**src/design/fcl_pkg.sv**
```systemverilog
// Purpose: Shared constants for the configuration fuse loader
// Assumes: 200 MHz system clock, byte wide fuse store
// Notes: Offsets are byte indices of the fuse store
//
// Behaviour
// - Reset copies watchdog fuse bits 7:4 into watchdog window field.
// - Reset copies watchdog fuse bits 3:0 into watchdog period field.
// - Every brown-out fuse bit reaches its matching detector control field.
// - Fuse bits 7:5 load detector threshold level; codes above 3 reserved.
// - Fuse bit 4 picks sample rate: 0 is 128 Hz, 1 is 32 Hz.
// - Bits 3:2 set active mode: off, continuous, sampled, continuous with wake hold.
// - Bits 1:0 set sleep mode: off, continuous, sampled; code 3 reserved.
// - Oscillator field: 0 fast internal, 1 slow 32.768 kHz, others reserved.
// - Bits 7:6 pick flash check range: whole, boot, boot plus app, none.
// - Bit 5 picks flash check algorithm: 16-bit CCITT or 32-bit Ethernet.
// - Bits 3:2 set reset pin: 0 general input, 2 external reset.
// - Bit 0 set keeps EEPROM on chip erase; clear erases it.
// - Locked device always erases EEPROM on chip erase.
// - Start-up field gives no delay or 1 to 64 ms doubling.
// - Factory fuse contents are zero except first system fuse at 0xc0.
// - Fuse changes reach targets only after a following reset.

package fcl_pkg;

  // ---------------------------------------------------------------
  // Fuse store layout
  // ---------------------------------------------------------------
  localparam int FUSE_COUNT = 7;
  localparam logic [3:0] OFS_WATCHDOG = 4'h0;
  localparam logic [3:0] OFS_BROWNOUT = 4'h1;
  localparam logic [3:0] OFS_OSCILLATOR = 4'h2;
  localparam logic [3:0] OFS_SYSTEM_A = 4'h5;
  localparam logic [3:0] OFS_SYSTEM_B = 4'h6;

  // Writable bit masks, reserved bits kept at zero
  localparam logic [7:0] MASK_WATCHDOG = 8'hff;
  localparam logic [7:0] MASK_BROWNOUT = 8'hff;
  localparam logic [7:0] MASK_OSCILLATOR = 8'h0f;
  localparam logic [7:0] MASK_SYSTEM_A = 8'hed;
  localparam logic [7:0] MASK_SYSTEM_B = 8'h07;

  // Factory contents
  localparam logic [7:0] FACTORY_ZERO = 8'h00;
  localparam logic [7:0] FACTORY_SYSTEM_A = 8'hc0;

  // ---------------------------------------------------------------
  // Field positions
  // ---------------------------------------------------------------
  localparam int WD_WINDOW_LSB = 4;
  localparam int WD_PERIOD_LSB = 0;
  localparam int BO_LEVEL_LSB = 5;
  localparam int BO_RATE_BIT = 4;
  localparam int BO_ACTIVE_LSB = 2;
  localparam int BO_SLEEP_LSB = 0;
  localparam int OSC_SEL_LSB = 0;
  localparam int SA_RANGE_LSB = 6;
  localparam int SA_ALGO_BIT = 5;
  localparam int SA_RSTPIN_LSB = 2;
  localparam int SA_KEEP_BIT = 0;
  localparam int SB_STARTUP_LSB = 0;

  // ---------------------------------------------------------------
  // Codes
  // ---------------------------------------------------------------
  localparam logic [2:0] LEVEL_MAX_CODE = 3'h3;
  localparam logic [1:0] MODE_OFF = 2'h0;
  localparam logic [1:0] MODE_CONT = 2'h1;
  localparam logic [1:0] MODE_SAMPLED = 2'h2;
  localparam logic [1:0] MODE_CONT_WAKE_HOLD = 2'h3;
  localparam logic [3:0] OSC_FAST = 4'h0;
  localparam logic [3:0] OSC_SLOW = 4'h1;
  localparam logic [1:0] RANGE_NONE = 2'h3;
  localparam logic [1:0] RSTPIN_INPUT = 2'h0;
  localparam logic [1:0] RSTPIN_EXTERNAL = 2'h2;

  // ---------------------------------------------------------------
  // Timing
  // ---------------------------------------------------------------
  localparam int CLK_PERIOD_PS = 5000;
  localparam int STARTUP_UNIT_US = 1000;
  localparam int STARTUP_UNIT_CYCLES = (STARTUP_UNIT_US * 1000000) / CLK_PERIOD_PS;

  // Writable mask of a fuse offset, zero for reserved offsets
  function automatic logic [7:0] fuse_mask(input logic [3:0] ofs);
    case (ofs)
      OFS_WATCHDOG: fuse_mask = MASK_WATCHDOG;
      OFS_BROWNOUT: fuse_mask = MASK_BROWNOUT;
      OFS_OSCILLATOR: fuse_mask = MASK_OSCILLATOR;
      OFS_SYSTEM_A: fuse_mask = MASK_SYSTEM_A;
      OFS_SYSTEM_B: fuse_mask = MASK_SYSTEM_B;
      default: fuse_mask = 8'h00;
    endcase
  endfunction : fuse_mask

endpackage : fcl_pkg

```
**src/design/fcl_store_if.sv**
```systemverilog
// Purpose: Carrier between loader core and fuse store
// Assumes: One clock domain
// Notes: Image holds all seven fuse bytes, offset 0 in lowest byte
`timescale 1ns/1ps

interface fcl_store_if;
  logic wr_en;
  logic [3:0] wr_addr;
  logic [7:0] wr_data;
  logic [fcl_pkg::FUSE_COUNT-1:0][7:0] image;

  modport core (output wr_en, output wr_addr, output wr_data, input image);
  modport store (input wr_en, input wr_addr, input wr_data, output image);
endinterface : fcl_store_if

```
**src/design/fcl_fuse_store.sv**
```systemverilog
// Purpose: Nonvolatile fuse byte store model
// Assumes: Power-on reset restores factory contents
// Notes: System reset leaves contents untouched
`timescale 1ns/1ps

module fcl_fuse_store (
  // Clock and power-on reset
  input wire logic clk,
  input wire logic por_n,
  input wire logic ce,
  // Core side
  fcl_store_if.store bus
);

  logic [fcl_pkg::FUSE_COUNT-1:0][7:0] mem_q;

  // Factory load and masked programming writes
  always_ff @(posedge clk)
  begin
    if (!por_n)
    begin
      mem_q <= '0;
      mem_q[fcl_pkg::OFS_SYSTEM_A] <= fcl_pkg::FACTORY_SYSTEM_A;
    end
    else if (ce && bus.wr_en && (bus.wr_addr < 4'(fcl_pkg::FUSE_COUNT)))
    begin
      mem_q[bus.wr_addr[2:0]] <= bus.wr_data & fcl_pkg::fuse_mask(bus.wr_addr);
    end
  end

  assign bus.image = mem_q;

endmodule : fcl_fuse_store

```
**src/design/fcl_startup_timer.sv**
```systemverilog
// Purpose: Start-up delay counter
// Assumes: Start is a one-cycle pulse
// Notes: Delay is unit times a power of two, code 0 gives none
`timescale 1ns/1ps

module fcl_startup_timer #(
  parameter int UNIT_CYCLES = fcl_pkg::STARTUP_UNIT_CYCLES
) (
  // Clock and reset
  input wire logic clk,
  input wire logic rst_n,
  input wire logic ce,
  // Control
  input wire logic start,
  input wire logic [2:0] code,
  output logic done
);

  logic [31:0] cnt_q;
  logic busy_q;
  logic done_q;

  // Cycle count for a delay code
  function automatic logic [31:0] delay_cycles(input logic [2:0] c);
    if (c == 3'h0)
      delay_cycles = 32'h0;
    else
      delay_cycles = 32'(UNIT_CYCLES) << (c - 3'h1);
  endfunction : delay_cycles

  // Load on start, count down, flag completion
  always_ff @(posedge clk)
  begin
    if (!rst_n)
    begin
      cnt_q <= 32'h0;
      busy_q <= 1'b0;
      done_q <= 1'b0;
    end
    else if (ce)
    begin
      if (start)
      begin
        if (delay_cycles(code) == 32'h0)
          done_q <= 1'b1;
        else
        begin
          cnt_q <= delay_cycles(code) - 32'h1;
          busy_q <= 1'b1;
          done_q <= 1'b0;
        end
      end
      else if (busy_q)
      begin
        if (cnt_q == 32'h0)
        begin
          busy_q <= 1'b0;
          done_q <= 1'b1;
        end
        else
          cnt_q <= cnt_q - 32'h1;
      end
    end
  end

  assign done = done_q;

endmodule : fcl_startup_timer

```
**src/design/fcl_loader.sv**
```systemverilog
// Purpose: Configuration fuse loader top
// Assumes: Inputs synchronous to clk; rst_n is the system reset
// Notes: Targets are captured only while rst_n is low
`timescale 1ns/1ps

module fcl_loader #(
  parameter int STARTUP_UNIT_CYCLES = fcl_pkg::STARTUP_UNIT_CYCLES
) (
  // Clock, resets and enable
  input wire logic clk,
  input wire logic rst_n,
  input wire logic por_n,
  input wire logic ce,
  // External programmer write port
  input wire logic prog_wr_en,
  input wire logic [3:0] prog_addr,
  input wire logic [7:0] prog_wdata,
  output logic prog_refused,
  // Processor read port
  input wire logic cpu_rd_en,
  input wire logic [3:0] cpu_addr,
  output logic [7:0] cpu_rdata,
  output logic cpu_rvalid,
  // Lock state and chip erase
  input wire logic device_locked,
  input wire logic chip_erase_req,
  output logic eeprom_erase,
  // Watchdog control targets
  output logic [3:0] watchdog_window,
  output logic [3:0] watchdog_period,
  // Brown-out detector control targets
  output logic [2:0] brownout_threshold_level,
  output logic brownout_sample_rate,
  output logic [1:0] brownout_active_mode,
  output logic [1:0] brownout_sleep_mode,
  output logic brownout_wake_hold,
  // Clock source target
  output logic [3:0] default_oscillator_select,
  output logic osc_use_slow,
  // Flash integrity scanner targets
  output logic [1:0] flash_check_range,
  output logic flash_check_algorithm,
  output logic flash_check_start,
  // Reset pin and erase policy targets
  output logic [1:0] reset_pin_function,
  output logic reset_pin_ext_enable,
  output logic eeprom_keep_on_erase,
  // Start-up sequencing
  output logic [2:0] startup_delay_select,
  output logic exec_ready,
  output logic reserved_code_seen
);

  // ---------------------------------------------------------------
  // Types and storage
  // ---------------------------------------------------------------
  typedef enum logic [1:0] {
    FCL_ST_LOAD = 2'b00,
    FCL_ST_WAIT = 2'b01,
    FCL_ST_RUN = 2'b10
  } fcl_state_t;

  fcl_state_t state_q;
  fcl_state_t state_d;

  fcl_store_if store_bus ();

  logic [7:0] wd_q;
  logic [7:0] bo_q;
  logic [7:0] osc_q;
  logic [7:0] sa_q;
  logic [7:0] sb_q;
  logic [7:0] cpu_rdata_q;
  logic cpu_rvalid_q;
  logic prog_refused_q;
  logic eeprom_erase_q;
  logic flash_start_q;
  logic reserved_q;
  logic timer_start;
  logic timer_done;

  // Byte of the live store at an offset, zero where reserved
  function automatic logic [7:0] live_byte(
    input logic [fcl_pkg::FUSE_COUNT-1:0][7:0] img,
    input logic [3:0] ofs
  );
    if (ofs < 4'(fcl_pkg::FUSE_COUNT))
      live_byte = img[ofs[2:0]] & fcl_pkg::fuse_mask(ofs);
    else
      live_byte = 8'h00;
  endfunction : live_byte

  // ---------------------------------------------------------------
  // Fuse store and start-up timer
  // ---------------------------------------------------------------
  fcl_fuse_store u_store (
    .clk(clk),
    .por_n(por_n),
    .ce(ce),
    .bus(store_bus)
  );

  fcl_startup_timer #(
    .UNIT_CYCLES(STARTUP_UNIT_CYCLES)
  ) u_timer (
    .clk(clk),
    .rst_n(rst_n),
    .ce(ce),
    .start(timer_start),
    .code(startup_delay_select),
    .done(timer_done)
  );

  // ---------------------------------------------------------------
  // Programmer write path
  // ---------------------------------------------------------------
  // Only the programmer port reaches the store, and not while locked
  assign store_bus.wr_en = prog_wr_en && !device_locked;
  assign store_bus.wr_addr = prog_addr;
  assign store_bus.wr_data = prog_wdata;

  // Refusal pulse for writes tried while locked
  always_ff @(posedge clk)
  begin
    if (!rst_n)
      prog_refused_q <= 1'b0;
    else if (ce)
      prog_refused_q <= prog_wr_en && device_locked;
  end

  // ---------------------------------------------------------------
  // Processor read path
  // ---------------------------------------------------------------
  // Reads see the live store; there is no write path from this side
  always_ff @(posedge clk)
  begin
    if (!rst_n)
    begin
      cpu_rdata_q <= 8'h00;
      cpu_rvalid_q <= 1'b0;
    end
    else if (ce)
    begin
      cpu_rvalid_q <= cpu_rd_en;
      if (cpu_rd_en)
        cpu_rdata_q <= live_byte(store_bus.image, cpu_addr);
    end
  end

  // ---------------------------------------------------------------
  // Reset time capture
  // ---------------------------------------------------------------
  // Snapshot follows the store only while reset is held
  always_ff @(posedge clk)
  begin
    if (!rst_n)
    begin
      wd_q <= live_byte(store_bus.image, fcl_pkg::OFS_WATCHDOG);
      bo_q <= live_byte(store_bus.image, fcl_pkg::OFS_BROWNOUT);
      osc_q <= live_byte(store_bus.image, fcl_pkg::OFS_OSCILLATOR);
      sa_q <= live_byte(store_bus.image, fcl_pkg::OFS_SYSTEM_A);
      sb_q <= live_byte(store_bus.image, fcl_pkg::OFS_SYSTEM_B);
    end
  end
  // Snapshot holds from release to next reset, whatever is written

  // ---------------------------------------------------------------
  // Field distribution
  // ---------------------------------------------------------------
  // Watchdog control fields
  assign watchdog_window = wd_q[fcl_pkg::WD_WINDOW_LSB +: 4];
  assign watchdog_period = wd_q[fcl_pkg::WD_PERIOD_LSB +: 4];

  // Brown-out detector control fields
  assign brownout_threshold_level = bo_q[fcl_pkg::BO_LEVEL_LSB +: 3];
  assign brownout_sample_rate = bo_q[fcl_pkg::BO_RATE_BIT];
  assign brownout_active_mode = bo_q[fcl_pkg::BO_ACTIVE_LSB +: 2];
  assign brownout_sleep_mode = bo_q[fcl_pkg::BO_SLEEP_LSB +: 2];
  assign brownout_wake_hold = (brownout_active_mode == fcl_pkg::MODE_CONT_WAKE_HOLD);

  // Clock source fields
  assign default_oscillator_select = osc_q[fcl_pkg::OSC_SEL_LSB +: 4];
  assign osc_use_slow = (default_oscillator_select == fcl_pkg::OSC_SLOW);

  // Flash scanner fields
  assign flash_check_range = sa_q[fcl_pkg::SA_RANGE_LSB +: 2];
  assign flash_check_algorithm = sa_q[fcl_pkg::SA_ALGO_BIT];
  assign flash_check_start = flash_start_q;

  // Reset pin and erase policy fields
  assign reset_pin_function = sa_q[fcl_pkg::SA_RSTPIN_LSB +: 2];
  assign reset_pin_ext_enable = (reset_pin_function == fcl_pkg::RSTPIN_EXTERNAL);
  assign eeprom_keep_on_erase = sa_q[fcl_pkg::SA_KEEP_BIT];

  // Start-up field
  assign startup_delay_select = sb_q[fcl_pkg::SB_STARTUP_LSB +: 3];

  // ---------------------------------------------------------------
  // Reserved code detection
  // ---------------------------------------------------------------
  // Flags any captured field holding a reserved code
  always_ff @(posedge clk)
  begin
    if (!rst_n)
      reserved_q <= 1'b0;
    else if (ce)
    begin
      reserved_q <= (brownout_threshold_level > fcl_pkg::LEVEL_MAX_CODE)
        || (brownout_sleep_mode == fcl_pkg::MODE_CONT_WAKE_HOLD)
        || (default_oscillator_select > fcl_pkg::OSC_SLOW)
        || (reset_pin_function[0]);
    end
  end

  // ---------------------------------------------------------------
  // Chip erase handling
  // ---------------------------------------------------------------
  // Erase pulse unless keep is set and the device is unlocked
  always_ff @(posedge clk)
  begin
    if (!rst_n)
      eeprom_erase_q <= 1'b0;
    else if (ce)
      eeprom_erase_q <= chip_erase_req && (device_locked || !eeprom_keep_on_erase);
  end

  // ---------------------------------------------------------------
  // Start-up sequencer
  // ---------------------------------------------------------------
  // Next state
  always_comb
  begin
    state_d = state_q;
    timer_start = 1'b0;
    case (state_q)
      FCL_ST_LOAD:
      begin
        timer_start = 1'b1;
        state_d = FCL_ST_WAIT;
      end
      FCL_ST_WAIT:
      begin
        if (timer_done)
          state_d = FCL_ST_RUN;
      end
      FCL_ST_RUN:
      begin
        state_d = FCL_ST_RUN;
      end
      default:
      begin
        state_d = FCL_ST_LOAD;
      end
    endcase
  end

  // State register
  always_ff @(posedge clk)
  begin
    if (!rst_n)
      state_q <= FCL_ST_LOAD;
    else if (ce)
      state_q <= state_d;
  end

  // Scanner start pulse on leaving the load state
  always_ff @(posedge clk)
  begin
    if (!rst_n)
      flash_start_q <= 1'b0;
    else if (ce)
      flash_start_q <= (state_q == FCL_ST_LOAD) && (flash_check_range != fcl_pkg::RANGE_NONE);
  end

  // ---------------------------------------------------------------
  // Output drive
  // ---------------------------------------------------------------
  assign exec_ready = (state_q == FCL_ST_RUN);
  assign reserved_code_seen = reserved_q;
  assign eeprom_erase = eeprom_erase_q;
  assign prog_refused = prog_refused_q;
  assign cpu_rdata = cpu_rdata_q;
  assign cpu_rvalid = cpu_rvalid_q;

endmodule : fcl_loader

```
**config.mk**
```make
export PLATFORM = sky130hd
export DESIGN_NAME = fcl_loader
export DESIGN_NICKNAME = d
export VERILOG_FILES = /design/src/design/fcl_pkg.sv /design/src/design/fcl_store_if.sv /design/src/design/fcl_fuse_store.sv /design/src/design/fcl_startup_timer.sv /design/src/design/fcl_loader.sv
export SDC_FILE = /design/constraint.sdc
export NUM_CORES = 1
export LEC_CHECK = 0
export ABC_AREA = 1
export ABC_CLOCK_PERIOD_IN_PS = 4600
export BUFFER_PORTS_ARGS = -buffer_cell sky130_fd_sc_hd__buf_2
export CORE_MARGIN = 1
export CORE_UTILIZATION = 56
export CTS_CLUSTER_SIZE = 8
export DETAILED_ROUTE_END_ITERATION = 16
export PLACE_DENSITY = 0.77
export SETUP_SLACK_MARGIN = 0.05
export SLEW_MARGIN = 20
export SYNTH_ARGS = -nofsm -noshare
export SYNTH_HDL_FRONTEND = slang
export SYNTH_SLANG_ARGS = --single-unit
```
**constraint.sdc**
```tcl
create_clock -name clk -period 4.6 [get_ports clk]
set_input_delay 0.46 -clock clk [delete_from_list [all_inputs] [get_ports clk]]
set_output_delay 0.46 -clock clk [all_outputs]
set_load 0.02 [all_outputs]
```
After elaboration in Yosys (flattened, before gate mapping)
Index checks and enable logic that the tools add are counted.

Register bits after elaboration: 136. Bits of input ports: 24. Output and inout port bits: 46. Word-level logic and storage cells: 127.

Add/sub/neg operators: 3. Order comparisons: 7. Equal/unequal tests: 18. Shift-type cells: 1. Multiplexer cells: 41. Bitwise operators: 7. Reduce and logical (&&, ||, !) cells: 28.

Operators with widths (number): 32-bit 2-to-1 mux (12); 8-bit 2-to-1 mux (11); 32-bit logical NOT (2); 8-bit case mux with 4 select lines (2); 32-bit by 1-bit subtractor with 32-bit output, second input constant (2); 56-bit bitwise mux (1); 8-bit AND (5); 18-bit by 3-bit << shifter with 32-bit output, first input constant (1); 8-bit binary-select mux with 3-bit select (1); 8-bit demux with 3-bit select (1); 4-bit by 3-bit equality test with 1-bit output, second input constant (4); 4-bit by 1-bit equality test with 1-bit output, second input constant (3); 1-bit 2-to-1 mux (9); 2-bit equality test, second input constant (4); 4-bit by 2-bit equality test with 1-bit output, second input constant (2); 4-bit logical NOT (2); 3-bit by 4-bit < comparator with 1-bit output, second input constant (2); 4-bit by 3-bit < comparator with 1-bit output, second input constant (2); 1-bit logical AND (7); 2-bit != test, second input constant (3); 2-bit case mux with 3 select lines (1); 2-bit AND reduction (3); 4-bit AND (1); 4-bit by 1-bit > comparator with 1-bit output, second input constant (1); 17 further kinds (23).

Logic depth before layout (Yosys ltp)
Depth after elaboration: 14. Gate-level depth with buffers: 20. Depth with buffers taken out: 18.

By module
Synthesis repeated with hierarchy kept, for this count alone.

Cells, all modules: 953. Area total of the unflattened synthesis: 6829.0 um2.

Modules (own cells, without submodules): fcl_startup_timer (times used 1, cells each 485, area each 2866.5 um2, seq. area each 680.7 um2); fcl_fuse_store (times used 1, cells each 263, area each 2040.7 um2, seq. area each 1121.1 um2); fcl_loader (times used 1, cells each 205, area each 1921.8 um2, seq. area each 1171.1 um2).

Worst setup path before layout
No wires, ideal clock.

Path kind: register to register. Start point: register sb_q[0]. End point: register u_timer.cnt_q[23]. Library setup time: 109 ps. Data arrival time: 2418 ps. Required time: 4491 ps. Slack: 2073 ps. Cell stages (with the launch flop): 18. Period minus slack after synthesis: 2527 ps. Path through: edfxtp_1 inv_2 ha_1 inv_1 nand2_1 nand2_4 ha_1 o21ai_0 o21ai_1 nand3_1 nor2_1 inv_1 nor2_1 nand2_1 nand2_1 nand3_1 nand2_1 inv_1.

Longest elaborated chain between the ends: 10. Elaborated cells between the ends (all ways): 17. Classes of those cells: add/sub (2); eq/ne (1); shift (1); mux (10); reduce/logical (3).

Ends and longest elaborated chain: from (decl) (line fcl_loader.sv:72) `logic [7:0] sb_q;`; from (signal assigned) (line fcl_loader.sv:162) `sb_q <= live_byte(store_bus.image, fcl_pkg::OFS_SYSTEM_B);`; 3-bit by 1-bit subtractor with 3-bit output (line fcl_startup_timer.sv:28) `delay_cycles = 32'(UNIT_CYCLES) << (c - 3'h1);`; 18-bit by 3-bit << shifter with 32-bit output (line fcl_startup_timer.sv:28); 32-bit 2-to-1 mux (*) (line fcl_startup_timer.sv:25) `if (c == 3'h0)`; 32-bit 2-to-1 mux (line fcl_startup_timer.sv:44) `if (delay_cycles(code) == 32'h0)`; 32-bit 2-to-1 mux (line fcl_startup_timer.sv:42) `if (start)`; 32-bit 2-to-1 mux (line fcl_startup_timer.sv:40) `else if (ce)`; 32-bit 2-to-1 mux (line fcl_startup_timer.sv:34) `if (!rst_n)`; 32-bit by 1-bit subtractor with 32-bit output (line fcl_startup_timer.sv:48) `cnt_q <= delay_cycles(code) - 32'h1;`; 32-bit 2-to-1 mux (line fcl_startup_timer.sv:44); 32-bit 2-to-1 mux (line fcl_startup_timer.sv:42); to (signal assigned) (line fcl_startup_timer.sv:48); to (signal assigned) (line fcl_startup_timer.sv:61) `cnt_q <= cnt_q - 32'h1;`; to (decl) (line fcl_startup_timer.sv:19) `logic [31:0] cnt_q;`.

Mark *: on every way between the ends. The rest lies on a longest branch, timed or not. The select of a mux whose other input is x is not followed. A chain may end at the register's enable or synchronous reset.

Final worst setup path
Start point: register state_q[0]. End point: register u_timer.cnt_q[18].

Longest elaborated chain between the ends: 4. Elaborated cells between the ends (all ways): 7. Classes of those cells: eq/ne (2); mux (2); reduce/logical (3).

Ends and longest elaborated chain: from (decl) (line fcl_loader.sv:63) `fcl_state_t state_q;`; from (signal assigned) (line fcl_loader.sv:263) `state_q <= state_d;`; 2-bit logical NOT (*) (line fcl_loader.sv:235) `case (state_q)`; 1-bit 2-to-1 mux (*) (line fcl_loader.sv:235); 2-bit != test (no line) / 2-bit nonzero test (equally long branches); 4-bit AND reduction (no line).

Mark *: on every way between the ends. The rest lies on a longest branch, timed or not.

==> results.ini <==
[finish]
layout_commonest_cell = nand2_1
fin_nets = 952
n_fill_cell = 950
layout_common_cells = nand2_1, nor2_1, dfxtp_1
final_core_util_pct = 65.7
syn_to_final_growth_pct = 14.4
instances_no_fill = 1071
drive_above_1_share_pct = 15.7
n_antenna_cell = 0

[placed_design]
globalplace.congestion = 0.934
hpwlAfterDp_mm = 11.1
place_inst = 1039
port_buffers = 69

[detailed_routing]
ant_nets = 0
drc = 0
wirelength_mm = 15.5
drt_iter0_drc = 383
first_pass_iters = 5
vias = 5845
wl_per_cell_um = 14.5
via_per_inst = 5.46

[pwr]
vdd_drop_max_uv = 270
power_density_nw_per_um2 = 420
p_total_w = 0.00298
power.leakage_nw = 3.29

[clock_network]
clock-sinks = 117
htree_levels = 4
cts_tree = done
cts_buffer_depth = 2
cts_hold_buf = 0
cts_buffers = 17
root_buffer = clkbuf_8
path_clk_slew_ns = 0.06
postCtsResizedCells = 0
post_cts_buffers = 0
clk_latency_ns = 0.52

[synthesis]
syn_area_um2 = 6200
synthDistinctLibCells = 42
yosysWarnings = 0
seq_area_frac_synth_pct = 42.5
synth_fp_nets = 892
ys_ff_latch = 117
synth_cells = 858
syn_avg_cell_area_um2 = 7.22

[timing]
slew_headroom_pct = 43.5
grt_setup_unrepaired = no
finalSetupViolCount = 0
fmax_mhz = 341
hold_violations = 0
fin_crit_sh_pct = 63.7
slew_viol_final = 0
finalSetupTns_ns = 0
worstMarginPinSlew_ns = 0.845
timing.final.crit_period_ns = 2.93
clock_skew_ns = 0.00755

[die]
dieArea_um2 = 11500
die_x_um = 107
initial_core_util_pct = 57.4
core_um2 = 10800
row_count = 38
ios = 70
fp.dieH_um = 107

[critical_path]
worst_setup_path_start_kind = flop
cp.arrival_ns = 3.34
end_kind = flop
cp_max_fo = 36
cp.required_ns = 5.01
crit_type = flop to flop

[global_route]
antenna_found_initial = 0
grt_pass1_vias = 5550
grt_use_total_pct = 29.2
grt_pass1_wl_mm = 26.0
overflow = 0
grt_max_degree = 38

[run_status]
status = complete, no violations

[job]
drv_cap = 0

[min_path]
hp-class = input port to flop

## sequential cells by signal, summed over array words and instances (netlist names)
signal,cells
osc_q,4
wd_q,8
reserved_code_seen,1
u_store.bus.image,39
cpu_rvalid,1
flash_check_start,1
u_timer.cnt_q,32
bo_q,8
eeprom_erase,1
sa_q,6
cpu_rdata,8
u_timer.busy_q,1
sb_q,3
prog_refused,1
u_timer.done,1
state_q,2
## power breakdown
part           switching, W  internal, W
Clock              0.000475     0.000688
Sequential        0.0000356      0.00111
Combinational      0.000468     0.000207
Total              0.000979      0.00200
## synthesized netlist by cell type (all sizes together)
cell / instances / share of area (%)
clkinv: 2 / 0.14
nand3b: 3 / 0.36
nand3: 68 / 6.2
o22ai: 10 / 1.0
o21ai: 74 / 6.0
o2111ai: 3 / 0.42
a21boi: 1 / 0.12
ha: 10 / 2.0
a31oi: 3 / 0.30
nor2: 109 / 7.8
o21a: 2 / 0.24
edfxtp: 29 / 14
a21oi: 72 / 5.8
nor3b: 8 / 0.97
dfxtp: 88 / 28
a2111oi: 1 / 0.14
or2: 3 / 0.30
clkbuf: 10 / 0.61
xor2: 6 / 0.85
nand4: 14 / 1.4
o211ai: 2 / 0.24
nor3: 7 / 0.57
xnor2: 3 / 0.42
buf: 20 / 2.1
inv: 96 / 5.9
nand2: 214 / 14
## cells by family after synthesis
group | after synthesis | share of synthesized area, %
buffers and inverters | 128 | 8.68
flip-flops | 117 | 42.5
AO/OA/AOI/OAI | 168 | 14.3
adder cells (fa/ha/maj) | 10 | 2.02
XOR/XNOR | 9 | 1.27
AND/OR/NAND/NOR | 426 | 31.2
## worst max-delay path: stages (launching register included)
cell and delay (ns):
dfxtp_1 0.31, inv_1 0.09, ha_1 0.15, buf_4 0.35
inv_2 0.34, nand2_1 0.20, ha_1 0.21, nand3_2 0.13
nor2_4 0.12, nand3_4 0.11, nor2_8 0.16, nand3_2 0.14
nor2_4 0.19, nand2_1 0.07, nand2_1 0.06, nand2_1 0.05
nor2_1 0.08, nor2_1 0.05
## worst paths after layout
kind                    startpoint                     to  slack (ns)  cells past startpoint
max                     state_q[0]      u_timer.cnt_q[18]        1.67                     17
min                  device_locked           prog_refused        0.20                      3
max reg2reg             state_q[0]      u_timer.cnt_q[18]        1.67                     17
min reg2reg  u_store.bus.image[41]  u_store.bus.image[41]        0.44                      2
## area by class of cell
cell class	count	area (µm²)	share of cell area (%)
inverter	98	372	5.24
sequential	117	2630	37.1
clock buffer	21	449	6.33
timing repair buffer	71	360	5.08
multi-input combinational	613	3030	42.7
clock inverter	11	75.1	1.06
tap	140	175	2.47
## stage by stage
| stage | cell area (µm²) | setup WS [ns] | hold WS (ns) |
|---|---|---|---|
| final | 7090 | 1.67 | 0.199 |
| after global routing | 7090 | 1.39 | 0.200 |
| after CTS | 7090 | 1.68 | 0.186 |
| after detailed placement | 6570 | 1.69 | 0.431 |
| after global placement | 6570 | 1.76 | 0.424 |
| after floorplan | 6200 | 2.07 | 0.416 |
## routing by layer
metal	share of wire (%)	global-route usage, %
met5	0	0
met2	47	47.7
met4	4.6	16.6
met3	6.1	6.81
met1	42	35.2
No activity file was read; power rests on OpenSTA's default activity.
